--- config.mk ---
export PLATFORM = sky130hd
export DESIGN_NAME = fclr_top
export DESIGN_NICKNAME = d
export VERILOG_FILES = /design/src/rtl/fclr_top.v /design/src/rtl/fclr_timer.v /design/src/rtl/fclr_pin_cell.v
export VERILOG_INCLUDE_DIRS = /design/src /design/src/rtl
export SDC_FILE = /design/constraint.sdc
export NUM_CORES = 1
export LEC_CHECK = 0
export BUFFER_PORTS_ARGS = -buffer_cell sky130_fd_sc_hd__buf_2
export CORE_UTILIZATION = 40
export CTS_CLUSTER_SIZE = 25
export DETAILED_ROUTE_END_ITERATION = 12
export GPL_TIMING_DRIVEN = 1
export HOLD_SLACK_MARGIN = 0.06
export MAX_ROUTING_LAYER = met4
export PLACE_DENSITY = 0.72
export SLEW_MARGIN = 0
export SYNTH_ARGS = -nofsm -noshare
export SYNTH_HDL_FRONTEND = slang
export SYNTH_SLANG_ARGS = --single-unit
--- constraint.sdc ---
create_clock -name mclk -period 7.04 [get_ports mclk]
set_input_delay 0.352 -clock mclk [delete_from_list [all_inputs] [get_ports mclk]]
set_output_delay 0.352 -clock mclk [all_outputs]
set_load 0.03 [all_outputs]
--- src/rtl/fclr_regs.vh ---
// Constants of the front clock routing and status indicator block.
// Included by every design file of the block; holds definitions only.
`ifndef FCLR_REGS_VH
`define FCLR_REGS_VH

// --------------------
// Register byte offsets
// --------------------
`define FCLR_ADDR_W 8
`define FCLR_OFF_CTRL 8'h00
`define FCLR_OFF_ROUTE 8'h04
`define FCLR_OFF_TRIG 8'h08
`define FCLR_OFF_STATUS 8'h0c
`define FCLR_OFF_IRQ_STAT 8'h10
`define FCLR_OFF_IRQ_MASK 8'h14

// --------------------
// Field positions
// --------------------
`define FCLR_CTRL_INIT 0
`define FCLR_CTRL_AMBER 1
`define FCLR_ROUTE_IN_LO 0
`define FCLR_ROUTE_IN_HI 1
`define FCLR_ROUTE_IN_EN 2
`define FCLR_ROUTE_OUT_LO 4
`define FCLR_ROUTE_OUT_HI 5
`define FCLR_TRIG_DIFF 0
`define FCLR_TRIG_PAIR_LO 1
`define FCLR_TRIG_PAIR_HI 3
`define FCLR_TRIG_PIN_LO 8
`define FCLR_TRIG_PIN_HI 13
`define FCLR_EV_OVERTEMP 0
`define FCLR_EV_HWERR 1
`define FCLR_EV_LOCKED 2
`define FCLR_EV_UNLOCKED 3
`define FCLR_EV_W 4

// --------------------
// Reset values and encodings
// --------------------
`define FCLR_CTRL_RST 2'h0
`define FCLR_ROUTE_RST 6'h00
`define FCLR_TRIG_RST 14'h0000
`define FCLR_IN_TO_BACKPLANE 2'h0
`define FCLR_IN_TO_PLL 2'h1
`define FCLR_IN_TO_DISTRIB 2'h2
`define FCLR_IN_TO_LOGIC 2'h3
`define FCLR_OUT_FROM_OVEN 2'h0
`define FCLR_OUT_FROM_BACKPLANE 2'h1
`define FCLR_OUT_FROM_SYNTH 2'h2
`define FCLR_OUT_FROM_DISTRIB 2'h3
`define FCLR_RESP_OKAY 2'h0
`define FCLR_RESP_SLVERR 2'h2

// --------------------
// Timing
// --------------------
`define FCLR_CLK_PERIOD_NS 4
`define FCLR_FLASH_MS 50
`define FCLR_BLINK_MS 250
`define FCLR_NS_PER_MS 1000000
`define FCLR_TIMER_W 26

`endif

--- src/rtl/fclr_top.v ---
// Front clock routing, trigger connector direction and status indicators,
// with an AXI4-Lite register slave. Assumes all inputs synchronous to mclk.
//
// Functional notes
// - Front clock input steers to backplane reference, PLL, distribution or logic.
// - Front clock output source is oven, backplane, synthesizer or distribution.
// - Six single-ended trigger pins, each input or output.
// - Differential mode pairs connectors; each pair input or output, never both.
// - Host indicator dark until driver initialises, then green.
// - Every host access shows amber on host indicator for 50 ms while no over-temperature or hardware failure is present.
// - Over-temperature blinks the host indicator red.
// - Hardware failure holds the host indicator solid red.
// - Lock indicator off when PLL unused and no error.
// - Lock indicator green while PLL in use and locked.
// - Software may force lock indicator amber; errors override it.
// - Lock indicator solid red while PLL tries to lock.
`timescale 1ns/1ns
`default_nettype none
`include "fclr_regs.vh"

module fclr_top
#(
    parameter [`FCLR_TIMER_W-1:0] FLASH_CYCLES =
        `FCLR_FLASH_MS * `FCLR_NS_PER_MS / `FCLR_CLK_PERIOD_NS,
    parameter [`FCLR_TIMER_W-1:0] BLINK_CYCLES =
        `FCLR_BLINK_MS * `FCLR_NS_PER_MS / `FCLR_CLK_PERIOD_NS
)
(
    input wire mclk,
    input wire reset_n,
    input wire [`FCLR_ADDR_W-1:0] s_axi_awaddr,
    input wire s_axi_awvalid,
    output reg s_axi_awready,
    input wire [31:0] s_axi_wdata,
    input wire [3:0] s_axi_wstrb,
    input wire s_axi_wvalid,
    output reg s_axi_wready,
    output reg [1:0] s_axi_bresp,
    output reg s_axi_bvalid,
    input wire s_axi_bready,
    input wire [`FCLR_ADDR_W-1:0] s_axi_araddr,
    input wire s_axi_arvalid,
    output reg s_axi_arready,
    output reg [31:0] s_axi_rdata,
    output reg [1:0] s_axi_rresp,
    output reg s_axi_rvalid,
    input wire s_axi_rready,
    input wire overTemp,
    input wire hwError,
    input wire pllInUse,
    input wire pllLocked,
    output reg [3:0] frontClockInputRoute,
    output reg [1:0] frontClockOutputSel,
    input wire [5:0] trigDrive,
    output wire [5:0] trigSense,
    input wire [5:0] trigPinIn,
    output wire [5:0] trigPinOut,
    output wire [5:0] trigPinOe,
    output reg hostLedRed,
    output reg hostLedGreen,
    output reg lockLedRed,
    output reg lockLedGreen,
    output reg irq
);

    // --------------------
    // Reset release
    // --------------------
    reg [1:0] rstPipe;
    wire rstSync_n;

    always @(posedge mclk or negedge reset_n)
    begin
        if (!reset_n)
            rstPipe <= 2'b00;
        else
            rstPipe <= {rstPipe[0], 1'b1};
    end
    assign rstSync_n = rstPipe[1];

    // --------------------
    // Registers
    // --------------------
    reg [1:0] ctrl;
    reg [5:0] route;
    reg [13:0] trigCfg;
    reg [`FCLR_EV_W-1:0] irqStat;
    reg [`FCLR_EV_W-1:0] irqMask;
    reg overTempPrev;
    reg hwErrorPrev;
    reg lockedPrev;

    // --------------------
    // AXI4-Lite slave
    // --------------------
    reg awHeld;
    reg wHeld;
    reg [`FCLR_ADDR_W-1:0] awAddr;
    reg [31:0] wData;
    reg [3:0] wStrb;
    wire awFire;
    wire wFire;
    wire arFire;
    wire doWrite;
    wire readIrqStat;
    wire lockNow;
    wire [`FCLR_EV_W-1:0] events;
    reg [31:0] readValue;
    reg readOk;
    reg [31:0] byteMask;

    assign awFire = s_axi_awvalid & s_axi_awready;
    assign wFire = s_axi_wvalid & s_axi_wready;
    assign arFire = s_axi_arvalid & s_axi_arready;
    assign doWrite = awHeld & wHeld & ~s_axi_bvalid;
    assign readIrqStat = arFire && (s_axi_araddr == `FCLR_OFF_IRQ_STAT);

    always @*
    begin
        byteMask = {{8{wStrb[3]}}, {8{wStrb[2]}}, {8{wStrb[1]}}, {8{wStrb[0]}}};
    end

    always @*
    begin
        readOk = 1'b1;
        readValue = 32'h00000000;
        case (s_axi_araddr)
            `FCLR_OFF_CTRL: readValue = {30'h00000000, ctrl};
            `FCLR_OFF_ROUTE: readValue = {26'h0000000, route};
            `FCLR_OFF_TRIG: readValue = {18'h00000, trigCfg};
            `FCLR_OFF_STATUS: readValue = {20'h00000, hostLedRed, hostLedGreen,
                                           lockLedRed, lockLedGreen, 4'h0,
                                           pllLocked, pllInUse, hwError, overTemp};
            `FCLR_OFF_IRQ_STAT: readValue = {28'h0000000, irqStat};
            `FCLR_OFF_IRQ_MASK: readValue = {28'h0000000, irqMask};
            default: readOk = 1'b0;
        endcase
    end

    always @(posedge mclk or negedge rstSync_n)
    begin
        if (!rstSync_n)
        begin
            s_axi_awready <= 1'b0;
            s_axi_wready <= 1'b0;
            s_axi_bvalid <= 1'b0;
            s_axi_bresp <= `FCLR_RESP_OKAY;
            s_axi_arready <= 1'b0;
            s_axi_rvalid <= 1'b0;
            s_axi_rresp <= `FCLR_RESP_OKAY;
            s_axi_rdata <= 32'h00000000;
            awHeld <= 1'b0;
            wHeld <= 1'b0;
            awAddr <= {`FCLR_ADDR_W{1'b0}};
            wData <= 32'h00000000;
            wStrb <= 4'h0;
            ctrl <= `FCLR_CTRL_RST;
            route <= `FCLR_ROUTE_RST;
            trigCfg <= `FCLR_TRIG_RST;
            irqMask <= {`FCLR_EV_W{1'b0}};
        end
        else
        begin
            // Address and data are taken independently, in either order.
            s_axi_awready <= ~awHeld & ~awFire & ~s_axi_bvalid;
            s_axi_wready <= ~wHeld & ~wFire & ~s_axi_bvalid;
            if (awFire)
            begin
                awHeld <= 1'b1;
                awAddr <= s_axi_awaddr;
            end
            if (wFire)
            begin
                wHeld <= 1'b1;
                wData <= s_axi_wdata;
                wStrb <= s_axi_wstrb;
            end
            if (doWrite)
            begin
                awHeld <= 1'b0;
                wHeld <= 1'b0;
                s_axi_bvalid <= 1'b1;
                s_axi_bresp <= `FCLR_RESP_OKAY;
                case (awAddr)
                    `FCLR_OFF_CTRL:
                        ctrl <= (ctrl & ~byteMask[1:0]) | (wData[1:0] & byteMask[1:0]);
                    `FCLR_OFF_ROUTE:
                        route <= (route & ~byteMask[5:0]) | (wData[5:0] & byteMask[5:0]);
                    `FCLR_OFF_TRIG:
                        trigCfg <= (trigCfg & ~byteMask[13:0]) | (wData[13:0] & byteMask[13:0]);
                    `FCLR_OFF_IRQ_MASK:
                        irqMask <= (irqMask & ~byteMask[3:0]) | (wData[3:0] & byteMask[3:0]);
                    `FCLR_OFF_STATUS, `FCLR_OFF_IRQ_STAT:
                        s_axi_bresp <= `FCLR_RESP_OKAY;
                    default:
                        s_axi_bresp <= `FCLR_RESP_SLVERR;
                endcase
            end
            else if (s_axi_bvalid & s_axi_bready)
            begin
                s_axi_bvalid <= 1'b0;
            end
            // Reads answer on the same edge that takes the address.
            s_axi_arready <= ~arFire & ~s_axi_rvalid;
            if (arFire)
            begin
                s_axi_rvalid <= 1'b1;
                s_axi_rdata <= readValue;
                s_axi_rresp <= readOk ? `FCLR_RESP_OKAY : `FCLR_RESP_SLVERR;
            end
            else if (s_axi_rvalid & s_axi_rready)
            begin
                s_axi_rvalid <= 1'b0;
                s_axi_arready <= 1'b1;
            end
        end
    end

    // --------------------
    // Event flags and interrupt
    // --------------------
    assign lockNow = pllInUse & pllLocked;
    assign events = {lockedPrev & ~lockNow, ~lockedPrev & lockNow,
                     hwError & ~hwErrorPrev, overTemp & ~overTempPrev};

    // A new event in the cycle of the clearing read stays set.
    always @(posedge mclk or negedge rstSync_n)
    begin
        if (!rstSync_n)
        begin
            irqStat <= {`FCLR_EV_W{1'b0}};
            overTempPrev <= 1'b0;
            hwErrorPrev <= 1'b0;
            lockedPrev <= 1'b0;
            irq <= 1'b0;
        end
        else
        begin
            overTempPrev <= overTemp;
            hwErrorPrev <= hwError;
            lockedPrev <= lockNow;
            irqStat <= (readIrqStat ? {`FCLR_EV_W{1'b0}} : irqStat) | events;
            irq <= |(((readIrqStat ? {`FCLR_EV_W{1'b0}} : irqStat) | events) & irqMask);
        end
    end

    // --------------------
    // Front clock routing
    // --------------------
    always @(posedge mclk or negedge rstSync_n)
    begin
        if (!rstSync_n)
        begin
            frontClockInputRoute <= 4'h0;
            frontClockOutputSel <= `FCLR_OUT_FROM_OVEN;
        end
        else
        begin
            // One destination at a time; disabled routes leave the input idle.
            frontClockInputRoute <= route[`FCLR_ROUTE_IN_EN] ?
                (4'h1 << route[`FCLR_ROUTE_IN_HI:`FCLR_ROUTE_IN_LO]) : 4'h0;
            frontClockOutputSel <= route[`FCLR_ROUTE_OUT_HI:`FCLR_ROUTE_OUT_LO];
        end
    end

    // --------------------
    // Trigger connectors
    // --------------------
    // In differential mode connectors 2k and 2k+1 form pair k; the odd
    // connector carries the complement. One direction bit per pair means a
    // pair can never drive and receive at once.
    genvar pin;
    generate
        for (pin = 0; pin < 6; pin = pin + 1)
        begin : gPin
            wire diff;
            wire en;
            wire val;
            assign diff = trigCfg[`FCLR_TRIG_DIFF];
            assign en = diff ? trigCfg[`FCLR_TRIG_PAIR_LO + pin / 2]
                             : trigCfg[`FCLR_TRIG_PIN_LO + pin];
            assign val = diff ? (trigDrive[pin / 2] ^ (pin % 2 == 1)) : trigDrive[pin];
            fclr_pin_cell uCell
            (
                .mclk(mclk),
                .rstSync_n(rstSync_n),
                .pinIn(trigPinIn[pin]),
                .driveEn(en),
                .driveValue(val),
                .pinOut(trigPinOut[pin]),
                .pinOe(trigPinOe[pin]),
                .sense(trigSense[pin])
            );
        end
    endgenerate

    // --------------------
    // Host access indicator
    // --------------------
    wire flashBusy;
    wire blinkBusy;
    wire hostAccess;
    wire blinkLoad;
    reg blinkPhase;

    assign hostAccess = doWrite | arFire;
    assign blinkLoad = overTemp & ~blinkBusy;

    fclr_timer #(.WIDTH(`FCLR_TIMER_W)) uFlash
    (
        .mclk(mclk),
        .rstSync_n(rstSync_n),
        .load(hostAccess),
        .loadValue(FLASH_CYCLES),
        .busy(flashBusy)
    );

    fclr_timer #(.WIDTH(`FCLR_TIMER_W)) uBlink
    (
        .mclk(mclk),
        .rstSync_n(rstSync_n),
        .load(blinkLoad),
        .loadValue(BLINK_CYCLES),
        .busy(blinkBusy)
    );

    localparam [4:0] HOST_OFF = 5'b00001;
    localparam [4:0] HOST_GREEN = 5'b00010;
    localparam [4:0] HOST_AMBER = 5'b00100;
    localparam [4:0] HOST_BLINK = 5'b01000;
    localparam [4:0] HOST_ERROR = 5'b10000;
    reg [4:0] hostState;
    reg [4:0] next_hostState;

    always @*
    begin
        if (hwError)
            next_hostState = HOST_ERROR;
        else if (overTemp)
            next_hostState = HOST_BLINK;
        else if (flashBusy | hostAccess)
            next_hostState = HOST_AMBER;
        else if (ctrl[`FCLR_CTRL_INIT])
            next_hostState = HOST_GREEN;
        else
            next_hostState = HOST_OFF;
    end

    always @(posedge mclk or negedge rstSync_n)
    begin
        if (!rstSync_n)
        begin
            hostState <= HOST_OFF;
            blinkPhase <= 1'b0;
            hostLedRed <= 1'b0;
            hostLedGreen <= 1'b0;
        end
        else
        begin
            hostState <= next_hostState;
            // Each expiry of the period flips the lamp while the heat lasts.
            if (!overTemp)
                blinkPhase <= 1'b0;
            else if (blinkLoad)
                blinkPhase <= ~blinkPhase;
            case (next_hostState)
                HOST_ERROR:
                begin
                    hostLedRed <= 1'b1;
                    hostLedGreen <= 1'b0;
                end
                HOST_BLINK:
                begin
                    hostLedRed <= blinkLoad ? ~blinkPhase : blinkPhase;
                    hostLedGreen <= 1'b0;
                end
                HOST_AMBER:
                begin
                    hostLedRed <= 1'b1;
                    hostLedGreen <= 1'b1;
                end
                HOST_GREEN:
                begin
                    hostLedRed <= 1'b0;
                    hostLedGreen <= 1'b1;
                end
                default:
                begin
                    hostLedRed <= 1'b0;
                    hostLedGreen <= 1'b0;
                end
            endcase
        end
    end

    // --------------------
    // Lock status indicator
    // --------------------
    // A hardware error or a lock attempt in progress wins over the
    // software amber, so identification never hides a fault.
    always @(posedge mclk or negedge rstSync_n)
    begin
        if (!rstSync_n)
        begin
            lockLedRed <= 1'b0;
            lockLedGreen <= 1'b0;
        end
        else if (hwError | (pllInUse & ~pllLocked))
        begin
            lockLedRed <= 1'b1;
            lockLedGreen <= 1'b0;
        end
        else if (ctrl[`FCLR_CTRL_AMBER])
        begin
            lockLedRed <= 1'b1;
            lockLedGreen <= 1'b1;
        end
        else
        begin
            lockLedRed <= 1'b0;
            lockLedGreen <= lockNow;
        end
    end

endmodule
`default_nettype wire

--- src/rtl/fclr_timer.v ---
// Retriggerable down-counter: busy while the loaded count runs out.
// Assumes a synchronous active-low reset from the top module.
`timescale 1ns/1ns
`default_nettype none
`include "fclr_regs.vh"

module fclr_timer
#(
    parameter WIDTH = `FCLR_TIMER_W
)
(
    input wire mclk,
    input wire rstSync_n,
    input wire load,
    input wire [WIDTH-1:0] loadValue,
    output reg busy
);

    reg [WIDTH-1:0] count;

    always @(posedge mclk or negedge rstSync_n)
    begin
        if (!rstSync_n)
        begin
            count <= {WIDTH{1'b0}};
            busy <= 1'b0;
        end
        else if (load)
        begin
            count <= loadValue;
            busy <= 1'b1;
        end
        else if (count != {WIDTH{1'b0}})
        begin
            count <= count - {{(WIDTH-1){1'b0}}, 1'b1};
            busy <= (count != {{(WIDTH-1){1'b0}}, 1'b1});
        end
        else
        begin
            busy <= 1'b0;
        end
    end

endmodule
`default_nettype wire

--- src/rtl/fclr_pin_cell.v ---
// One front-panel trigger connector: registered drive, enable and capture.
// Assumes pin input synchronous to mclk and a reset released by the top.
`timescale 1ns/1ns
`default_nettype none
`include "fclr_regs.vh"

module fclr_pin_cell
(
    input wire mclk,
    input wire rstSync_n,
    input wire pinIn,
    input wire driveEn,
    input wire driveValue,
    output reg pinOut,
    output reg pinOe,
    output reg sense
);

    // Capture reads zero while the cell drives, so a connector never
    // reports its own output as a received trigger.
    always @(posedge mclk or negedge rstSync_n)
    begin
        if (!rstSync_n)
        begin
            pinOut <= 1'b0;
            pinOe <= 1'b0;
            sense <= 1'b0;
        end
        else
        begin
            pinOut <= driveEn & driveValue;
            pinOe <= driveEn;
            sense <= ~driveEn & pinIn;
        end
    end

endmodule
`default_nettype wire

==> results.toml, run 1 <==
[grt]
first_pass_grt_wire_length_mm = 27.0
gr_overflow_total = 0
number_of_antenna_violations_at_the_first_check_in_global_routing = 0
groute.usage.overall_pct = 18.1
maximum_number_of_pins_on_one_net_before_global_route_repair = 73
first_global_vias = 5318

[setup_path]
crit_path_end_kind = "flop"
critical_path_top_delay_cell = "sky130_fd_sc_hd__o41ai_4"
crit_arrival_ps = 3390
path_buf_inv = 0
critPathMostFrequentCell = "sky130_fd_sc_hd__nand2_1"
cells_traversed_along_the_worst_timing_path = "nand2_1 -> nand2_1 -> o41ai_4 -> or3_2 -> nand3_1"
timing.critical_path.from_type = "flop"
timing.critical_path.fanout_max = 26
timing.critical_path.max_delay_family = "simple AND/OR/NAND/NOR gates"
type_of_the_setup_path_with_the_least_slack = "reg2reg"
critPathMaxStageDelay_ps = 830
cp.required_ps = 7320

[cts]
cts-root-buf = "sky130_fd_sc_hd__clkbuf_16"
clock_sinks = 166
tritoncts.num_buffers = 17
clock_tree.buffer_depth = 2
cts_htree_levels = 4
clk-insertion-delay-late_ps = 440
tritoncts_clock_tree = "done"
clk_transition_reported_paths_ps = 60
postCtsResizedCells = 0
cts.repair_timing.setup_buffer_count = 0

[routing]
detailedRoute.firstIterationViolations = 371
avgViaCountPerCell = 5.48
dr_total_vias = 5580
drtPass1Iterations = 5
wl_per_cell_um = 16.5
finalWirelength_mm = 16.8
route.detailed.drc = 0
postRouteAntennaNets = 0

[timing]
timing.slew.headroom_pct = 24.3
clock.fmax_mhz = 321
totalNegativeSetupSlack_ps = 0
fin_crit_sh_pct = 44.2
finalMaxSlewViolations = 0
layout_min_cycle_time_ps = 3110
worst_clock_skew_ps = 10.8
tightestPinTransition_ps = 1130
rsz_0062_raised_after_global_routing = "false"
hold_viol_final = 0
setup_viol_count_final = 0

[floorplan]
dieWidth_um = 141
placementRows = 50
floorplan.initialDensity_pct = 41.0
core_um2 = 18800
io-pin-count = 145
total_die_area_um2 = 19800
die_height_um = 141

[power]
power_density_nw_per_um2 = 323
total_leakage_power_uw = 0.00389
largest_vdd_supply_drop_uv = 155

[final_layout]
finish.utilization_pct = 47.0
drive_above_1_share_pct = 26.7
antennaDiodeCount = 0
area_growth_syn_to_layout_pct = 14.7
finalNetCount = 852
layout.filler_cells = 1701

[hold_path]
hp-class = "in2reg"

[yosys]
synth_cell_type_count = 62
synthDominantCellAreaShare_pct = 54.0
synth_enable_flop_cells = 0
yosysWarningCount = 0
synthCells = 686
synth.cells.most_frequent = "sky130_fd_sc_hd__dfrtp_1 (166), sky130_fd_sc_hd__mux2_2 (52), sky130_fd_sc_hd__nand2_1 (45)"
synthFlopType = "sky130_fd_sc_hd__dfrtp_1"
post_synth_instance_area_um2 = 7690
ys_ff_latch = 166
top_post_synthesis_cells_by_area = "sky130_fd_sc_hd__dfrtp_1 (54%), sky130_fd_sc_hd__mux2_2 (7.6%), sky130_fd_sc_hd__buf_4 (3.7%)"
mean_instance_size_in_the_synthesized_netlist_um2 = 11.2
synth_async_sr_flop_share_pct = 100
post-synth-top-count-cell = "sky130_fd_sc_hd__dfrtp_1"
cell_type_contributing_the_most_total_cell_area_after_synthesis = "sky130_fd_sc_hd__dfrtp_1"
synth_sequential_area_ratio_pct = 54.0

[placed_design]
port_buffers = 104
gp_congestion = 0.821
place.detailed.hpwl_mm = 11.8

[flow_run]
max-cap-violations = 0

[outcome]
status = "finished clean"
## cells in the final DEF, fill, tap and decap left out, drive strengths merged, types with 16 or more instances in the layout
| cell | synthesis | routed |
|---|---|---|
| nand2 | 45 | 45 |
| mux2 | 52 | 52 |
| o21ai | 36 | 36 |
| nor2 | 29 | 29 |
| nor4 | 16 | 16 |
| or3 | 18 | 18 |
| or4 | 37 | 37 |
| dfrtp | 166 | 166 |
| nand3 | 24 | 24 |
| a21oi | 22 | 22 |
| buf | 46 | 107 |
| inv | 19 | 21 |
| clkbuf | 15 | 18 |
| conb | 2 | 21 |
| o31ai | 19 | 19 |
## logic make-up (layout without fill, tap and decap cells)
family | after synthesis | in the layout | share of synthesized area, %
DFF | 166 | 166 | 54.0
and+or+nand+nor | 242 | 242 | 18.2
other | 2 | 21 | 0.0977
muxes | 64 | 64 | 9.51
buffers and inverters | 80 | 159 | 6.09
AOI/OAI and AO/OA | 123 | 123 | 10.8
adders and majority gates | 6 | 6 | 0.977
xor gates and xnor gates | 3 | 3 | 0.342
## routing by layer
layer | wire (um) | global-route usage (%)
met5 | 0 | -
met4 | 293 | 7.09
met3 | 823 | 4.31
met2 | 8250 | 29.1
met1 | 7440 | 22.0
## final timing paths
kind	start	endpoint	slack, ps	cells past startpoint
max in group asynchronous	rstPipe[1]	awAddr[3]	5520	1
hold reg to reg	rstPipe[1]	s_axi_rdata[9]	270	0
setup / recovery	s_axi_arready	uFlash.count[5]	3930	5
hold / removal	s_axi_bready	s_axi_bvalid	90	2
setup reg to reg	s_axi_arready	uFlash.count[5]	3930	5
min in group asynchronous	reset_n	rstPipe[1]	230	2
## power by group
part	switching (uW)	internal [uW]
sequential	158	1130
combinational	364	244
clock	388	560
total	910	1940
## cell type report
type	count	area, um2	share of cell area (%)
Clock buffer	18	429	4.87
Clock inverter	14	176	2.00
Inverter	19	71.3	0.809
Multi-Input combinational cell	459	3140	35.6
Sequential cell	166	4160	47.2
Tap cell	234	293	3.32
Timing Repair Buffer	108	553	6.27
## repair_timing
| item | 4_1_cts | 5_1_grt |
|---|---|---|
| setup endpoints to repair | 0 | 0 |
| endpoints found under the hold margin | 2 | 0 |
| hold buffers | 1 | 0 |
## stage by stage
| stage | area [um2] | power (uW) | setup slack [ps] | hold WS, ps | cells |
|---|---|---|---|---|---|
| final | 8820 | 2850 | 3930 | 88.6 | 1018 |
| after CTS | 8820 | 2870 | 3900 | 79.8 | 1018 |
| after global routing | 8820 | 2990 | 3660 | 93.4 | 1018 |
| after detailed placement | 8200 | 1920 | 3850 | 142 | 985 |
| after global placement | 8200 | 1890 | 3900 | 141 | 985 |
| after floorplan | 7760 | 1760 | 2070 | 56.4 | 705 |
No activity file was read; power rests on OpenSTA's default activity.
==> run 2: changes to the inputs <==
==> constraint.sdc (replaced) <==
create_clock -name mclk -period 3.03 [get_ports mclk]
set_input_delay 0.1515 -clock mclk [delete_from_list [all_inputs] [get_ports mclk]]
set_output_delay 0.1515 -clock mclk [all_outputs]
set_load 0.03 [all_outputs]
==> run 2 against run 1 <==
Clock skew down 2.5 ps. Sequential cell count unchanged. Largest cell class unchanged. Clock-buffer cell count up 1. Routed wire length up 2.9%. Die area unchanged. Sequential power up 130%. Final cell count up 5.3%. Cell area up 5.5%.
==> results.toml, run 2 (same netlist as run 1, synthesis figures left out) <==
[setup_path]
critical_path_top_delay_cell = "sky130_fd_sc_hd__or4_4"
critPathMaxStageDelay_ps = 630
timing.critical_path.from_type = "flop"
type_of_the_setup_path_with_the_least_slack = "reg2reg"
timing.critical_path.max_delay_family = "simple AND/OR/NAND/NOR gates"
timing.critical_path.fanout_max = 11
cp.required_ps = 3330
cells_traversed_along_the_worst_timing_path = "or4_4 -> or4_4 -> o41ai_4 -> or3_2 -> nand3_1"
crit_arrival_ps = 2950
path_buf_inv = 0
crit_path_end_kind = "flop"
critPathMostFrequentCell = "sky130_fd_sc_hd__or4_4"

[outcome]
status = "finished clean"

[timing]
rsz_0062_raised_after_global_routing = "false"
worst_clock_skew_ps = 8.24
timing.slew.headroom_pct = 38.8
setup_viol_count_final = 0
clock.fmax_mhz = 378
totalNegativeSetupSlack_ps = 0
hold_viol_final = 0
layout_min_cycle_time_ps = 2650
tightestPinTransition_ps = 918
finalMaxSlewViolations = 0
finalHoldWorstSlack_ps = 109
fin_crit_sh_pct = 87.4

[hold_path]
hp-class = "in2reg"

[final_layout]
finalNetCount = 908
area_growth_syn_to_layout_pct = 21.0
antennaDiodeCount = 0
finish.utilization_pct = 49.6
layout_common_cells = "sky130_fd_sc_hd__dfrtp_1 (165), sky130_fd_sc_hd__buf_2 (104), sky130_fd_sc_hd__mux2_2 (52)"
drive_above_1_share_pct = 26.0
commonest_non_fill_non_tap_cell_in_the_layout = "sky130_fd_sc_hd__dfrtp_1"
number_of_standard_cells_in_the_final_layout_excluding_fillers = 1072

[floorplan]
placementRows = 50
core_um2 = 18800
floorplan.initialDensity_pct = 41.0
dieWidth_um = 141
total_die_area_um2 = 19800
die_height_um = 141
io-pin-count = 145

[power]
largest_vdd_supply_drop_uv = 369
power_density_nw_per_um2 = 694
total_leakage_power_uw = 0.00410
p_total_uw = 6460

[cts]
clock_tree.buffer_depth = 2
tritoncts_clock_tree = "done"
cts.repair_timing.setup_buffer_count = 0
tritoncts.num_buffers = 17
clk_transition_reported_paths_ps = 60
cts_htree_levels = 4
postCtsResizedCells = 0
cts-root-buf = "sky130_fd_sc_hd__clkbuf_16"
clock_sinks = 166
clk-insertion-delay-late_ps = 430

[placed_design]
placed_cells_incl_taps = 995
place.detailed.hpwl_mm = 11.7
gp_congestion = 0.840
port_buffers = 104

[grt]
number_of_antenna_violations_at_the_first_check_in_global_routing = 0
first_global_vias = 5570
gr_overflow_total = 0
groute.usage.overall_pct = 18.9
first_pass_grt_wire_length_mm = 28.4
maximum_number_of_pins_on_one_net_before_global_route_repair = 69

[routing]
detailedRoute.firstIterationViolations = 357
route.detailed.drc = 0
wl_per_cell_um = 16.1
dr_total_vias = 5742
postRouteAntennaNets = 0
avgViaCountPerCell = 5.36
drtPass1Iterations = 5
finalWirelength_mm = 17.3

[flow_run]
max-cap-violations = 0
## run 2: cell types whose count changed in the layout (fill, tap and decap cells not counted), sizes merged
cell	before	now
buf	107	117
bufinv	3	0
clkbuf	18	19
clkinv	7	5
clkinvlp	2	4
dlygate4sd3	1	47
## run 2: final timing paths
check                                 start                   end  slack, ps  depth (start not counted)
max                        uFlash.count[14]       uFlash.count[5]        380                          5
min                            trigDrive[2]  gPin[5].uCell.pinOut        110                          4
max reg2reg                uFlash.count[14]       uFlash.count[5]        380                          5
min reg2reg                      rstPipe[1]              wData[0]        360                          0
max in group asynchronous        rstPipe[1]                awHeld       1900                          1
min in group asynchronous        rstPipe[1]              wData[0]        360                          0
## run 2: worst register-to-register path, delay by kind of cell, from the launching register on
kind            cells  cell delay [ps]
flops               1              400
compound gates      1              620
simple gates        4             1510
## run 2: what timing repair did
item,CTS,global route
endpoints found under the hold margin,48,0
hold buffers,47,0
endpoints found under the setup margin,0,0
## run 2: cell type report
class	instances	area, um2
clock buffer	19	453
multi-input combinational	459	3140
sequential	166	4160
fill	1655	9470
clock inverter	11	76.3
timing repair buffer	164	1110
inverter	19	71.3
tap	234	293
## run 2: per-layer routing
| layer | wire (um) | track usage (%) | up-vias |
|---|---|---|---|
| li1 | - | - | 2769 |
| met1 | 7790 | 23.4 | 2814 |
| met2 | 8510 | 30.4 | 142 |
| met3 | 723 | 4.11 | 17 |
| met4 | 278 | 6.75 | 0 |
| met5 | 0 | - | - |
## run 2: power breakdown
part	internal, uW	switching, uW	leakage, uW
registers	2630	380	0.00203
logic	649	853	0.00182
clock network	1080	866	0.000253
total	4360	2100	0.00410
## run 2: per-stage QoR
step | area, um2 | setup WS (ps)
floorplan | 7760 | 284
global placement | 8300 | 450
detailed placement | 8300 | 391
CTS | 9300 | 378
global route | 9300 | 224
finish | 9300 | 383
==> run 3: changes to the inputs <==
==> constraint.sdc (replaced) <==
create_clock -name mclk -period 3.03 [get_ports mclk]
set_input_delay 0.606 -clock mclk [delete_from_list [all_inputs] [get_ports mclk]]
set_output_delay 0.606 -clock mclk [all_outputs]
set_load 0.03 [all_outputs]
==> run 3 against run 2 <==
Largest cell class unchanged. Die area unchanged. Clock-buffer cell count up 2. Sequential power barely moved. Worst hold slack better by 240 ps. Clock skew hardly changed. Critical path type unchanged. Clock power grew 5%.
==> results.toml, run 3 (same netlist as run 1, synthesis figures left out) <==
[routing]
finalWirelength_mm = 16.7
met2RoutedLength_mm = 8.09
dr_total_vias = 5589
m1WireLength_mm = 7.49
postRouteAntennaNets = 0
route.detailed.drc = 0
detailedRoute.firstIterationViolations = 350
wl_per_cell_um = 16.2
avgViaCountPerCell = 5.42
highest_signal_layer = "met4"
met3_routed_wirelength_um = 770
drtPass1Iterations = 5

[power]
p_sw_share_pct = 31.8
power_density_nw_per_um2 = 732
cell_internal_pwr_uw = 4440
total_leakage_power_uw = 0.00395
power.combinational.fraction_pct = 22.4
largest_vdd_supply_drop_uv = 330
switching_power_uw = 2070
seq_power_share_pct = 46.1
power.clock.fraction_pct = 31.5

[hold_path]
hp-start = "s_axi_bready"
hp-class = "in2reg"

[cts]
clock_tree.buffer_depth = 2
tritoncts_clock_tree = "done"
clk_transition_reported_paths_ps = 60
clk-insertion-delay-late_ps = 420
clock_sinks = 166
cts_htree_levels = 4
tritoncts.num_buffers = 17
cts-root-buf = "sky130_fd_sc_hd__clkbuf_16"

[floorplan]
dieWidth_um = 141
io-pin-count = 145
floorplan.initialDensity_pct = 41.0
core_um2 = 18800
total_die_area_um2 = 19800
die_height_um = 141
placementRows = 50

[setup_path]
cp.required_ps = 3330
type_of_the_setup_path_with_the_least_slack = "reg2reg"
path_buf_inv = 0
critical_path_top_delay_cell = "sky130_fd_sc_hd__or4_4"
timing.critical_path.max_delay_family = "simple AND/OR/NAND/NOR gates"
crit_arrival_ps = 2960
timing.rr.start = "uFlash.count[8]"
cells_traversed_along_the_worst_timing_path = "or4_1 -> or4_4 -> o41ai_4 -> or3_2 -> nand3_1"
crit_path_end_kind = "flop"
timing.critical_path.from = "uFlash.count[8]"
critPathMaxStageDelay_ps = 630
timing.critical_path.from_type = "flop"
timing.critical_path.fanout_max = 11

[grt]
number_of_antenna_violations_at_the_first_check_in_global_routing = 0
gr_overflow_total = 0
groute.usage.overall_pct = 18.3
first_global_vias = 5371
maximum_number_of_pins_on_one_net_before_global_route_repair = 55
first_pass_grt_wire_length_mm = 27.6

[placed_design]
port_buffers = 104
placed_area_um2 = 8320
place.detailed.hpwl_mm = 12.0
gp_congestion = 0.845

[timing]
fin_crit_sh_pct = 87.8
layout_min_cycle_time_ps = 2660
timing.slew.headroom_pct = 52.7
hold_viol_final = 0
totalNegativeSetupSlack_ps = 0
tightestPinTransition_ps = 710
finalMaxSlewViolations = 0
rsz_0062_raised_after_global_routing = "false"
clock.fmax_mhz = 376
worst_clock_skew_ps = 8.20
setup_viol_count_final = 0

[final_layout]
commonest_non_fill_non_tap_cell_in_the_layout = "sky130_fd_sc_hd__dfrtp_1"
antennaDiodeCount = 0
drive_above_1_share_pct = 27.9
finalNetCount = 865
area_growth_syn_to_layout_pct = 15.8
layout_common_cells = "sky130_fd_sc_hd__dfrtp_1 (165), sky130_fd_sc_hd__buf_2 (104), sky130_fd_sc_hd__mux2_2 (52)"
finalInstanceArea_um2 = 8900

[outcome]
status = "finished clean"

[flow_run]
max-cap-violations = 0
## run 3: changes by cell type in the layout (fill, tap and decap cells not counted), sizes merged
cell         before  now
buf             117  120
clkinvlp          4    1
dlygate4sd3      47    1
bufinv            0    1
clkbuf           19   21
clkinv            5    7
## run 3: metal layers
layer | global-route usage, % | vias up
met4 | 7.38 | 0
met2 | 28.4 | 158
li1 | - | 2686
met3 | 3.77 | 22
met1 | 23.6 | 2723
met5 | - | -
## run 3: layout make-up
cell class                      instances  area [um2]
Tap cell                              234         293
Sequential cell                       166        4160
Clock buffer                           21         470
Timing Repair Buffer                  121         676
Multi-Input combinational cell        459        3140
Fill cell                            1707        9870
Inverter                               19        71.3
Clock inverter                         11        97.6
## run 3: worst reg2reg max path, delay by kind of cell, from the launching register on
| kind | cells | cell delay, ps |
|---|---|---|
| and+or+nand+nor | 4 | 1510 |
| AOI/OAI and AO/OA | 1 | 620 |
| DFF | 1 | 420 |
## run 3: path summary, 6_finish.rpt
kind | end | slack, ps | cells past startpoint
min | s_axi_bvalid | 350 | 2
min in group asynchronous | frontClockInputRoute[1] | 380 | 0
max | uFlash.count[5] | 370 | 5
max reg2reg | uFlash.count[5] | 370 | 5
min reg2reg | rstPipe[1] | 360 | 0
max in group asynchronous | awHeld | 1890 | 1
## run 3: power by group through the flow
stage	clock (uW)	sequential, uW	combinational, uW
after floorplan	0	3020	1080
after global placement	0	3020	1430
after detailed placement	0	3050	1460
after CTS	2100	3010	1470
after global routing	2200	3070	1610
final	2050	3000	1460
## run 3: timing repair
item                                   CTS  global route
gates resized for setup                  0             0
endpoints found under the hold margin    2             0
buffers inserted                         0             0
hold buffers                             1             0
## run 3: stage by stage
step	std cells	util, %	setup slack [ps]	total power [uW]	hold WS, ps
after floorplan	705	-	284	4100	310
after global placement	998	44.3	401	4450	337
after detailed placement	998	44.3	389	4510	340
after CTS	1031	47.4	369	6580	339
after global routing	1031	47.4	199	6880	361
final	1031	47.4	370	6510	354
